File: src/pkg/iak_pkg.sv
package iak_pkg;
  localparam int          SRC_N        = 8;
  localparam int          DATA_W       = 8;
  localparam int          ADDR_W       = 4;
  localparam int          PC_W         = 16;
  localparam int          IDX_W        = 3;
  // register word addresses
  localparam logic [3:0]  ADDR_PSW     = 4'h0;
  localparam logic [3:0]  ADDR_REQ     = 4'h1;
  localparam logic [3:0]  ADDR_MASK    = 4'h2;
  localparam logic [3:0]  ADDR_PRIO    = 4'h3;
  localparam logic [3:0]  ADDR_STAT    = 4'h4;
  // values after reset, and the enable bit position
  localparam logic [7:0]  PSW_RST      = 8'h02;
  localparam logic [7:0]  REQ_RST      = 8'h00;
  localparam logic [7:0]  MASK_RST     = 8'hFF;
  localparam logic [7:0]  PRIO_RST     = 8'hFF;
  localparam int          PSW_IE_BIT   = 7;
  // vector table entries
  localparam logic [15:0] NMI_VEC      = 16'h0004;
  localparam logic [15:0] MSK_VEC_BASE = 16'h0006;
  // maskable latency window in cpu clocks, and own sequence length
  localparam int          LAT_MIN_CLK  = 9;
  localparam int          LAT_MAX_CLK  = 19;
  localparam int          SEQ_CLK      = 4;

  typedef enum logic [2:0] {
    IAK_IDLE     = 3'b000,
    IAK_PUSH_PSW = 3'b001,
    IAK_PUSH_PCH = 3'b010,
    IAK_PUSH_PCL = 3'b011,
    IAK_LOAD_VEC = 3'b100
  } iak_state_t;
endpackage : iak_pkg

File: src/pkg/iak_sel_if.sv
`timescale 1ns/100ps
interface iak_sel_if;
  logic [iak_pkg::SRC_N-1:0] elig;
  logic [iak_pkg::SRC_N-1:0] prio;
  logic                      valid;
  logic [iak_pkg::IDX_W-1:0] idx;
  modport sel  (input elig, input prio, output valid, output idx);
  modport user (output elig, output prio, input valid, input idx);
endinterface : iak_sel_if

File: src/rtl/iak_prio_sel.sv
`timescale 1ns/100ps
// picks one eligible source: priority flag 0 ranks high, ties go to the
// lowest source number
module iak_prio_sel (
  iak_sel_if.sel s
);
  logic [iak_pkg::SRC_N-1:0] hi_set;
  logic [iak_pkg::SRC_N-1:0] pool;

  assign hi_set = s.elig & ~s.prio;
  assign pool   = (hi_set != '0) ? hi_set : s.elig;

  always_comb begin
    s.valid = (s.elig != '0);
    s.idx   = '0;
    // scan downward so the lowest number is written last and wins
    for (int i = iak_pkg::SRC_N - 1; i >= 0; i--) begin
      if (pool[i]) begin
        s.idx = iak_pkg::IDX_W'(i);
      end
    end
  end
endmodule : iak_prio_sel

File: src/rtl/iak_top.sv
`timescale 1ns/100ps
// Functional notes
// - non-maskable request is taken even with the global enable clear
// - non-maskable request skips priority and beats every maskable one
// - non-maskable entry pushes status word, then pc, clears enable, vectors
// - a new non-maskable request preempts a running non-maskable routine
// - maskable source eligible only with request flag 1 and mask flag 0
// - maskable vectoring only while the global enable bit is 1
// - maskable service starts 9 to 19 cpu clocks after the request; here a flag set in clock n-1 gets its vector load 5 clocks later
// - worst latency when request lands just before a bit-test branch
// - highest programmed priority among eligible sources is taken first
// - unaccepted requests stay pending and are taken once allowed
// - maskable entry pushes status word, pc, clears enable, own vector
// - return-from-interrupt instruction ends a routine and restores state
// - flag set by clock n-1 is taken right after the instruction
// - flag set in the last clock waits one more whole instruction
// - access to flag or mask registers defers all requests one instruction
// - maskable nesting only after enable set again, else pending until return
// - enable bit lives in the 8-bit status word, reset value 02H
// - mask flag 0 enables its source, 1 disables it
// - enable and disable instructions set and clear the global enable
module iak_top (
  input  wire logic                        i_clk,
  input  wire logic                        i_rstn,
  input  wire logic [iak_pkg::ADDR_W-1:0]  i_addr,
  input  wire logic [iak_pkg::DATA_W-1:0]  i_wdata,
  input  wire logic                        i_wr,
  input  wire logic                        i_rd,
  output logic      [iak_pkg::DATA_W-1:0]  o_rdata,
  input  wire logic [iak_pkg::SRC_N-1:0]   i_src_event,
  input  wire logic                        i_nmi_event,
  input  wire logic                        i_instr_last,
  input  wire logic                        i_ei,
  input  wire logic                        i_di,
  input  wire logic                        i_return_from_interrupt_instr,
  input  wire logic [iak_pkg::DATA_W-1:0]  i_return_from_interrupt_instr_psw,
  input  wire logic [iak_pkg::PC_W-1:0]    i_pc,
  output logic                             o_stall,
  output logic                             o_push_valid,
  output logic      [iak_pkg::DATA_W-1:0]  o_push_data,
  output logic                             o_vec_load,
  output logic      [iak_pkg::PC_W-1:0]    o_vec_addr,
  output logic      [iak_pkg::DATA_W-1:0]  o_psw,
  output logic                             o_in_nmi
);
  iak_pkg::iak_state_t              state;
  iak_pkg::iak_state_t              next_state;
  logic [iak_pkg::DATA_W-1:0]       next_psw;
  logic [iak_pkg::SRC_N-1:0]        req;
  logic [iak_pkg::SRC_N-1:0]        next_req;
  logic [iak_pkg::SRC_N-1:0]        mask;
  logic [iak_pkg::SRC_N-1:0]        next_mask;
  logic [iak_pkg::SRC_N-1:0]        prio;
  logic [iak_pkg::SRC_N-1:0]        next_prio;
  logic [iak_pkg::SRC_N-1:0]        elig_q;
  logic [iak_pkg::SRC_N-1:0]        next_elig_q;
  logic                             nmi_pend;
  logic                             next_nmi_pend;
  logic                             nmi_q;
  logic                             next_nmi_q;
  logic                             hold;
  logic                             next_hold;
  logic [iak_pkg::PC_W-1:0]         pc_save;
  logic [iak_pkg::PC_W-1:0]         next_pc_save;
  logic [iak_pkg::IDX_W-1:0]        acc_idx;
  logic [iak_pkg::IDX_W-1:0]        next_acc_idx;
  logic [iak_pkg::DATA_W-1:0]       next_rdata;
  logic                             next_stall;
  logic                             next_push_valid;
  logic [iak_pkg::DATA_W-1:0]       next_push_data;
  logic                             next_vec_load;
  logic [iak_pkg::PC_W-1:0]         next_vec_addr;
  logic                             next_in_nmi;
  logic [iak_pkg::SRC_N-1:0]        elig_now;
  logic                             flag_acc;
  logic                             boundary;
  logic                             block;
  logic                             take_nmi;
  logic                             take_msk;
  logic                             ie;

  iak_sel_if sel_bus ();

  iak_prio_sel u_sel (
    .s (sel_bus.sel)
  );

  assign ie       = o_psw[iak_pkg::PSW_IE_BIT];
  assign elig_now = req & ~mask;
  // a source counts only if it was already eligible one clock earlier, so a
  // flag that rises in the last clock misses this boundary
  assign sel_bus.elig = elig_q & elig_now;
  assign sel_bus.prio = prio;
  assign flag_acc = (i_wr || i_rd) &&
                    (i_addr == iak_pkg::ADDR_REQ ||
                     i_addr == iak_pkg::ADDR_MASK);
  assign boundary = i_instr_last && (state == iak_pkg::IAK_IDLE);
  assign block    = hold || flag_acc;
  // the enable bit is not looked at here, and neither is o_in_nmi
  assign take_nmi = boundary && !block && nmi_q && nmi_pend;
  assign take_msk = boundary && !block && !take_nmi && ie &&
                    sel_bus.valid;

  // acceptance, servicing sequence and software-visible state
  always_comb begin
    next_state      = state;
    next_psw        = o_psw;
    next_req        = req;
    next_mask       = mask;
    next_prio       = prio;
    next_elig_q     = elig_now;
    next_nmi_q      = nmi_pend;
    next_nmi_pend   = nmi_pend;
    next_hold       = hold;
    next_pc_save    = pc_save;
    next_acc_idx    = acc_idx;
    next_vec_addr   = o_vec_addr;
    next_in_nmi     = o_in_nmi;
    next_push_data  = o_push_data;
    next_rdata      = '0;

    // deferral lasts to the end of the accessing instruction only
    if (flag_acc) begin
      next_hold = 1'b1;
    end
    if (boundary) begin
      next_hold = 1'b0;
    end

    if (i_wr) begin
      case (i_addr)
        iak_pkg::ADDR_PSW:  next_psw  = i_wdata;
        iak_pkg::ADDR_REQ:  next_req  = i_wdata;
        iak_pkg::ADDR_MASK: next_mask = i_wdata;
        iak_pkg::ADDR_PRIO: next_prio = i_wdata;
        default:            next_rdata = '0;
      endcase
    end
    if (i_ei) begin
      next_psw[iak_pkg::PSW_IE_BIT] = 1'b1;
    end
    if (i_di) begin
      next_psw[iak_pkg::PSW_IE_BIT] = 1'b0;
    end
    if (i_return_from_interrupt_instr) begin
      next_psw    = i_return_from_interrupt_instr_psw;
      next_in_nmi = 1'b0;
    end

    if (take_nmi) begin
      next_nmi_pend = 1'b0;
      next_in_nmi   = 1'b1;
      next_vec_addr = iak_pkg::NMI_VEC;
    end
    if (take_msk) begin
      next_req[sel_bus.idx] = 1'b0;
      next_acc_idx  = sel_bus.idx;
      next_vec_addr = iak_pkg::MSK_VEC_BASE +
                      {12'h000, sel_bus.idx, 1'b0};
    end
    // a new event in the clearing cycle survives
    next_req      = next_req | i_src_event;
    next_nmi_pend = next_nmi_pend | i_nmi_event;

    case (state)
      iak_pkg::IAK_IDLE: begin
        if (take_nmi || take_msk) begin
          next_state     = iak_pkg::IAK_PUSH_PSW;
          next_pc_save   = i_pc;
          next_push_data = o_psw;
        end
      end
      iak_pkg::IAK_PUSH_PSW: begin
        next_state     = iak_pkg::IAK_PUSH_PCH;
        next_push_data = pc_save[15:8];
      end
      iak_pkg::IAK_PUSH_PCH: begin
        next_state     = iak_pkg::IAK_PUSH_PCL;
        next_push_data = pc_save[7:0];
      end
      iak_pkg::IAK_PUSH_PCL: begin
        next_state = iak_pkg::IAK_LOAD_VEC;
      end
      iak_pkg::IAK_LOAD_VEC: begin
        // clear last so it overrides any software write in the same cycle
        next_psw[iak_pkg::PSW_IE_BIT] = 1'b0;
        next_state = iak_pkg::IAK_IDLE;
      end
      default: begin
        next_state = iak_pkg::IAK_IDLE;
      end
    endcase

    next_stall      = (next_state != iak_pkg::IAK_IDLE);
    next_push_valid = (next_state == iak_pkg::IAK_PUSH_PSW) ||
                      (next_state == iak_pkg::IAK_PUSH_PCH) ||
                      (next_state == iak_pkg::IAK_PUSH_PCL);
    next_vec_load   = (next_state == iak_pkg::IAK_LOAD_VEC);

    if (i_rd) begin
      case (i_addr)
        iak_pkg::ADDR_PSW:  next_rdata = o_psw;
        iak_pkg::ADDR_REQ:  next_rdata = req;
        iak_pkg::ADDR_MASK: next_rdata = mask;
        iak_pkg::ADDR_PRIO: next_rdata = prio;
        iak_pkg::ADDR_STAT: next_rdata = {o_in_nmi, nmi_pend, hold, 2'b00,
                                          state};
        default:            next_rdata = '0;
      endcase
    end
  end

  always_ff @(posedge i_clk) begin
    if (!i_rstn) begin
      state        <= iak_pkg::IAK_IDLE;
      o_psw        <= iak_pkg::PSW_RST;
      req          <= iak_pkg::REQ_RST;
      mask         <= iak_pkg::MASK_RST;
      prio         <= iak_pkg::PRIO_RST;
      elig_q       <= '0;
      nmi_pend     <= 1'b0;
      nmi_q        <= 1'b0;
      hold         <= 1'b0;
      pc_save      <= '0;
      acc_idx      <= '0;
      o_rdata      <= '0;
      o_stall      <= 1'b0;
      o_push_valid <= 1'b0;
      o_push_data  <= '0;
      o_vec_load   <= 1'b0;
      o_vec_addr   <= '0;
      o_in_nmi     <= 1'b0;
    end else begin
      state        <= next_state;
      o_psw        <= next_psw;
      req          <= next_req;
      mask         <= next_mask;
      prio         <= next_prio;
      elig_q       <= next_elig_q;
      nmi_pend     <= next_nmi_pend;
      nmi_q        <= next_nmi_q;
      hold         <= next_hold;
      pc_save      <= next_pc_save;
      acc_idx      <= next_acc_idx;
      o_rdata      <= next_rdata;
      o_stall      <= next_stall;
      o_push_valid <= next_push_valid;
      o_push_data  <= next_push_data;
      o_vec_load   <= next_vec_load;
      o_vec_addr   <= next_vec_addr;
      o_in_nmi     <= next_in_nmi;
    end
  end
endmodule : iak_top
File: config.mk
export PLATFORM = sky130hd
export DESIGN_NAME = iak_top
export DESIGN_NICKNAME = d
export VERILOG_FILES = /design/src/pkg/iak_pkg.sv /design/src/pkg/iak_sel_if.sv /design/src/rtl/iak_prio_sel.sv /design/src/rtl/iak_top.sv
export SDC_FILE = /design/constraint.sdc
export NUM_CORES = 1
export LEC_CHECK = 0
export BUFFER_PORTS_ARGS = -buffer_cell sky130_fd_sc_hd__buf_4
export CELL_PAD_IN_SITES_DETAIL_PLACEMENT = 0
export CELL_PAD_IN_SITES_GLOBAL_PLACEMENT = 1
export CORE_AREA = 4 4 104 106
export CTS_CLUSTER_DIAMETER = 60
export DETAILED_ROUTE_END_ITERATION = 8
export DIE_AREA = 0 0 108 110
export PLACE_DENSITY = 0.88
export SLEW_MARGIN = 10
export SYNTH_ARGS = -nofsm -noshare
export SYNTH_HDL_FRONTEND = slang
export SYNTH_HIERARCHICAL = 1
export SYNTH_SLANG_ARGS = --single-unit
File: constraint.sdc
create_clock -name i_clk -period 7.9 [get_ports i_clk]
set_input_delay 0.79 -clock i_clk [delete_from_list [all_inputs] [get_ports i_clk]]
set_output_delay 0.79 -clock i_clk [all_outputs]
set_load 0.01 [all_outputs]
==> impl_metrics.tcl <==
set metrics [dict create \
    vias 3824 \
    tightest_slew_ns 1.117 \
    netlist_area_um2 4168 \
    finalCritPeriodShare_pct 42.44 \
    holdPathStages 2 \
    row_count 36 \
    timing.fmax_mhz 298.2 \
    p_leak_nw 2.067 \
    post-route-drc-count 0 \
    ff2ff_path_depth 11 \
    powerDensity_nw_per_um2 172.4 \
    postCtsHoldBufs 0 \
    grt.overflow.total 0 \
    grt.total_usage_pct 20.93 \
    grt_pass1_wl_um 19350 \
    finalMaxSlewViolations 0 \
    drt_iter0_markers 266 \
    die_x_um 108 \
    synth_area_per_cell_um2 8.925 \
    antenna_cells 0 \
    clockRootBuffer "clkbuf_8" \
    yosysUniqueCellTypes 61 \
    yosysSeqAreaShare_pct 41.31 \
    cp.required_ns 8.13 \
    max_cap_viol_count 0 \
    crit_cells 11 \
    cp_common_cell "nor3_1" \
    die_h_um 110 \
    dp_hpwl_um 9185 \
    finalSetupTns_ns 0 \
    nets 585 \
    synth_edf_count 0 \
    path_buf_inv 0 \
    syn_inst 467 \
    cpMaxStageDelayCell "or4b_2" \
    period_needed_ns 3.353 \
    tritoncts "built" \
    worstSkewPairLatency_ns 0.36 \
    wl_per_cell_um 18.46 \
    grt.met1_usage_pct 27.96 \
    critPathMaxFanout 8 \
    dp_slack_ns 4.489 \
    clk_pin_slew_worst_paths_ns 0.09 \
    crit_chain "and3b_1 > nand2b_2 > o2111ai_4 > or2_1 > a221o_1 > a311o_1 > a21boi_1 > nand2b_1 > or4b_2 > nor3_1 > nor3_1" \
    grt_use_met2_pct 34.77 \
    initial_utilization_pct 42.64 \
    dr.pass1.iters 7 \
    cts_resized 0 \
    hold_class "register to register" \
    whs_ns 0.4641 \
    fin_cells 669 \
    synth_seq_cells 86 \
    dieArea_um2 11880 \
    postLayoutCoreUtil_pct 50.99 \
    syn2layout_area_growth_pct 19.57 \
    vdd_drop_max_v 0.00008884 \
    slew_headroom_pct 25.53 \
    cp-end-kind "register" \
    drive_gt1_share_pct 22.39 \
    clock-sinks 86 \
    core_area_um2 9774 \
    cp_top_family "simple AND/OR/NAND/NOR gates" \
    h-tree-depth 3 \
    final-hold-violation-count 0 \
    postSynth.asyncResetShare_pct 0 \
    worst_slack_ns 4.547 \
    status "complete, no violations" \
    wl_um 12350 \
    antenna_found_initial 0 \
    grt_pass1_vias 3622 \
    grt-busiest-layer "met2" \
    dp.cells 653 \
    ys.flop_type "dfxtp_1" \
    rsz0062_at_grt "false" \
    ant_nets 0 \
    numCtsBuffers 9 \
    grt_util_met3_pct 3.844 \
    grt_max_degree 46 \
    cp-start-kind "register" \
    portBuffers 84 \
    viasPerCell 5.716 \
    routabilityCongestion 0.9056 \
    crit_type "register to register" \
    yosys_warnings 6 \
    finClkSkew_ns 0.01421 \
    setup_violations 0 \
    pin_count 97 \
    cts_setup_buffers 0 \
    crit_arrival_ns 3.59 \
    cpPeakStageDelay_ns 0.62 \
    cts.path.max_buffers 2 \
]
layout make-up:
class | count | area, um2
clock buffer | 9 | 123.9
clock inverter | 7 | 55.05
fill | 962 | 4791
inverter | 6 | 22.52
multi-input combinational | 342 | 2248
sequential | 86 | 1722
tap | 133 | 166.4
timing repair buffer | 86 | 645.6
layout by cell type, fill, tap and decap left out, drive strengths merged, types with 6 or more instances in the layout:
cell,count
nand2,58
conb,12
o221ai,8
a211oi,12
buf,86
nand2b,11
mux2i,16
o22a,8
mux4,7
and3,6
nor3,10
a22oi,6
dfxtp,86
nor2,23
nor3b,10
and3b,11
clkbuf,9
o21ai,28
nand3,35
inv,8
a21oi,26
report_power, final:
part | total [mW] | switching [mW] | internal [mW]
clock network | 0.289 | 0.171 | 0.118
logic | 0.111 | 0.0601 | 0.0508
registers | 0.459 | 0.0139 | 0.446
logic make-up after synthesis:
logic type | share of synthesized area, %
xor+xnor | 0.4204
buf+inv | 5.734
simple gates | 24.05
flops | 41.31
mux | 8.436
compound gates | 19.66
other cells | 0.08998
fa+ha+maj | 0.3002
final timing paths:
kind | slack [ns] | start | to
worst max-delay path | 4.55 | mask[0]$_SDFFE_PN1P_ | req[5]$_SDFF_PN0_
worst min-delay path | 0.46 | o_push_data[7]$_SDFFE_PN0P_ | o_push_data[7]$_SDFFE_PN0P_
worst max register to register | 4.55 | mask[0]$_SDFFE_PN1P_ | req[5]$_SDFF_PN0_
worst min register to register | 0.46 | o_push_data[7]$_SDFFE_PN0P_ | o_push_data[7]$_SDFFE_PN0P_
sequential cells by signal, summed over array words and instances, names as in the netlist, 4 cells and up:
signal,flops
o_rdata,8
req,8
mask,8
prio,8
o_vec_addr,4
o_psw,8
pc_save,16
elig_q,8
o_push_data,8
routing by layer:
metal  share of wire (%)  wire [um]
met1                  42       5128
met3                 8.5       1044
met2                  49       6029
met5                   0          0
met4                 1.2        150
worst reg2reg max path: stages (launching register included):
cell and delay (ns):
dfxtp_1 0.39, and3b_1 0.25, nand2b_2 0.11, o2111ai_4 0.17, or2_1 0.30, a221o_1 0.36
a311o_1 0.36, a21boi_1 0.31, nand2b_1 0.15, or4b_2 0.62, nor3_1 0.15, nor3_1 0.06
through the flow:
stage | total power, mW | instance area [um2]
after floorplan | 0.5326 | 4209
after global placement | 0.5777 | 4805
after detailed placement | 0.5797 | 4805
after CTS | 0.8657 | 4984
after global routing | 0.8941 | 4984
final | 0.8593 | 4984
Yosys cell counts (all sizes together), types with 2 or more instances:
master	n	area, um2
a31oi	2	12.51
mux4	7	157.7
a21boi	2	15.01
nand2b	11	76.33
buf	18	118.9
nand4	2	12.51
nand3	35	175.2
nor2	23	86.33
o2111ai	3	61.31
nor3	10	50.05
or4	2	15.01
and3b	11	96.34
or4b	2	20.02
nor4	3	18.77
dfxtp	86	1722
mux2	3	33.78
or2	3	18.77
a311oi	3	43.80
nor4b	2	32.53
o21ai	28	140.1
o22a	8	70.07
clkbuf	26	97.59
and3	6	37.54
o221a	3	33.78
a211oi	12	90.09
inv	5	18.77
a311o	3	30.03
or3	3	18.77
o221ai	8	70.07
mux2i	16	160.2
nor3b	10	75.07
nand2	58	217.7
a21oi	26	130.1
and2	3	18.77
a22oi	6	45.04
nand3b	2	15.01
(Power assumes the default switching activity.)
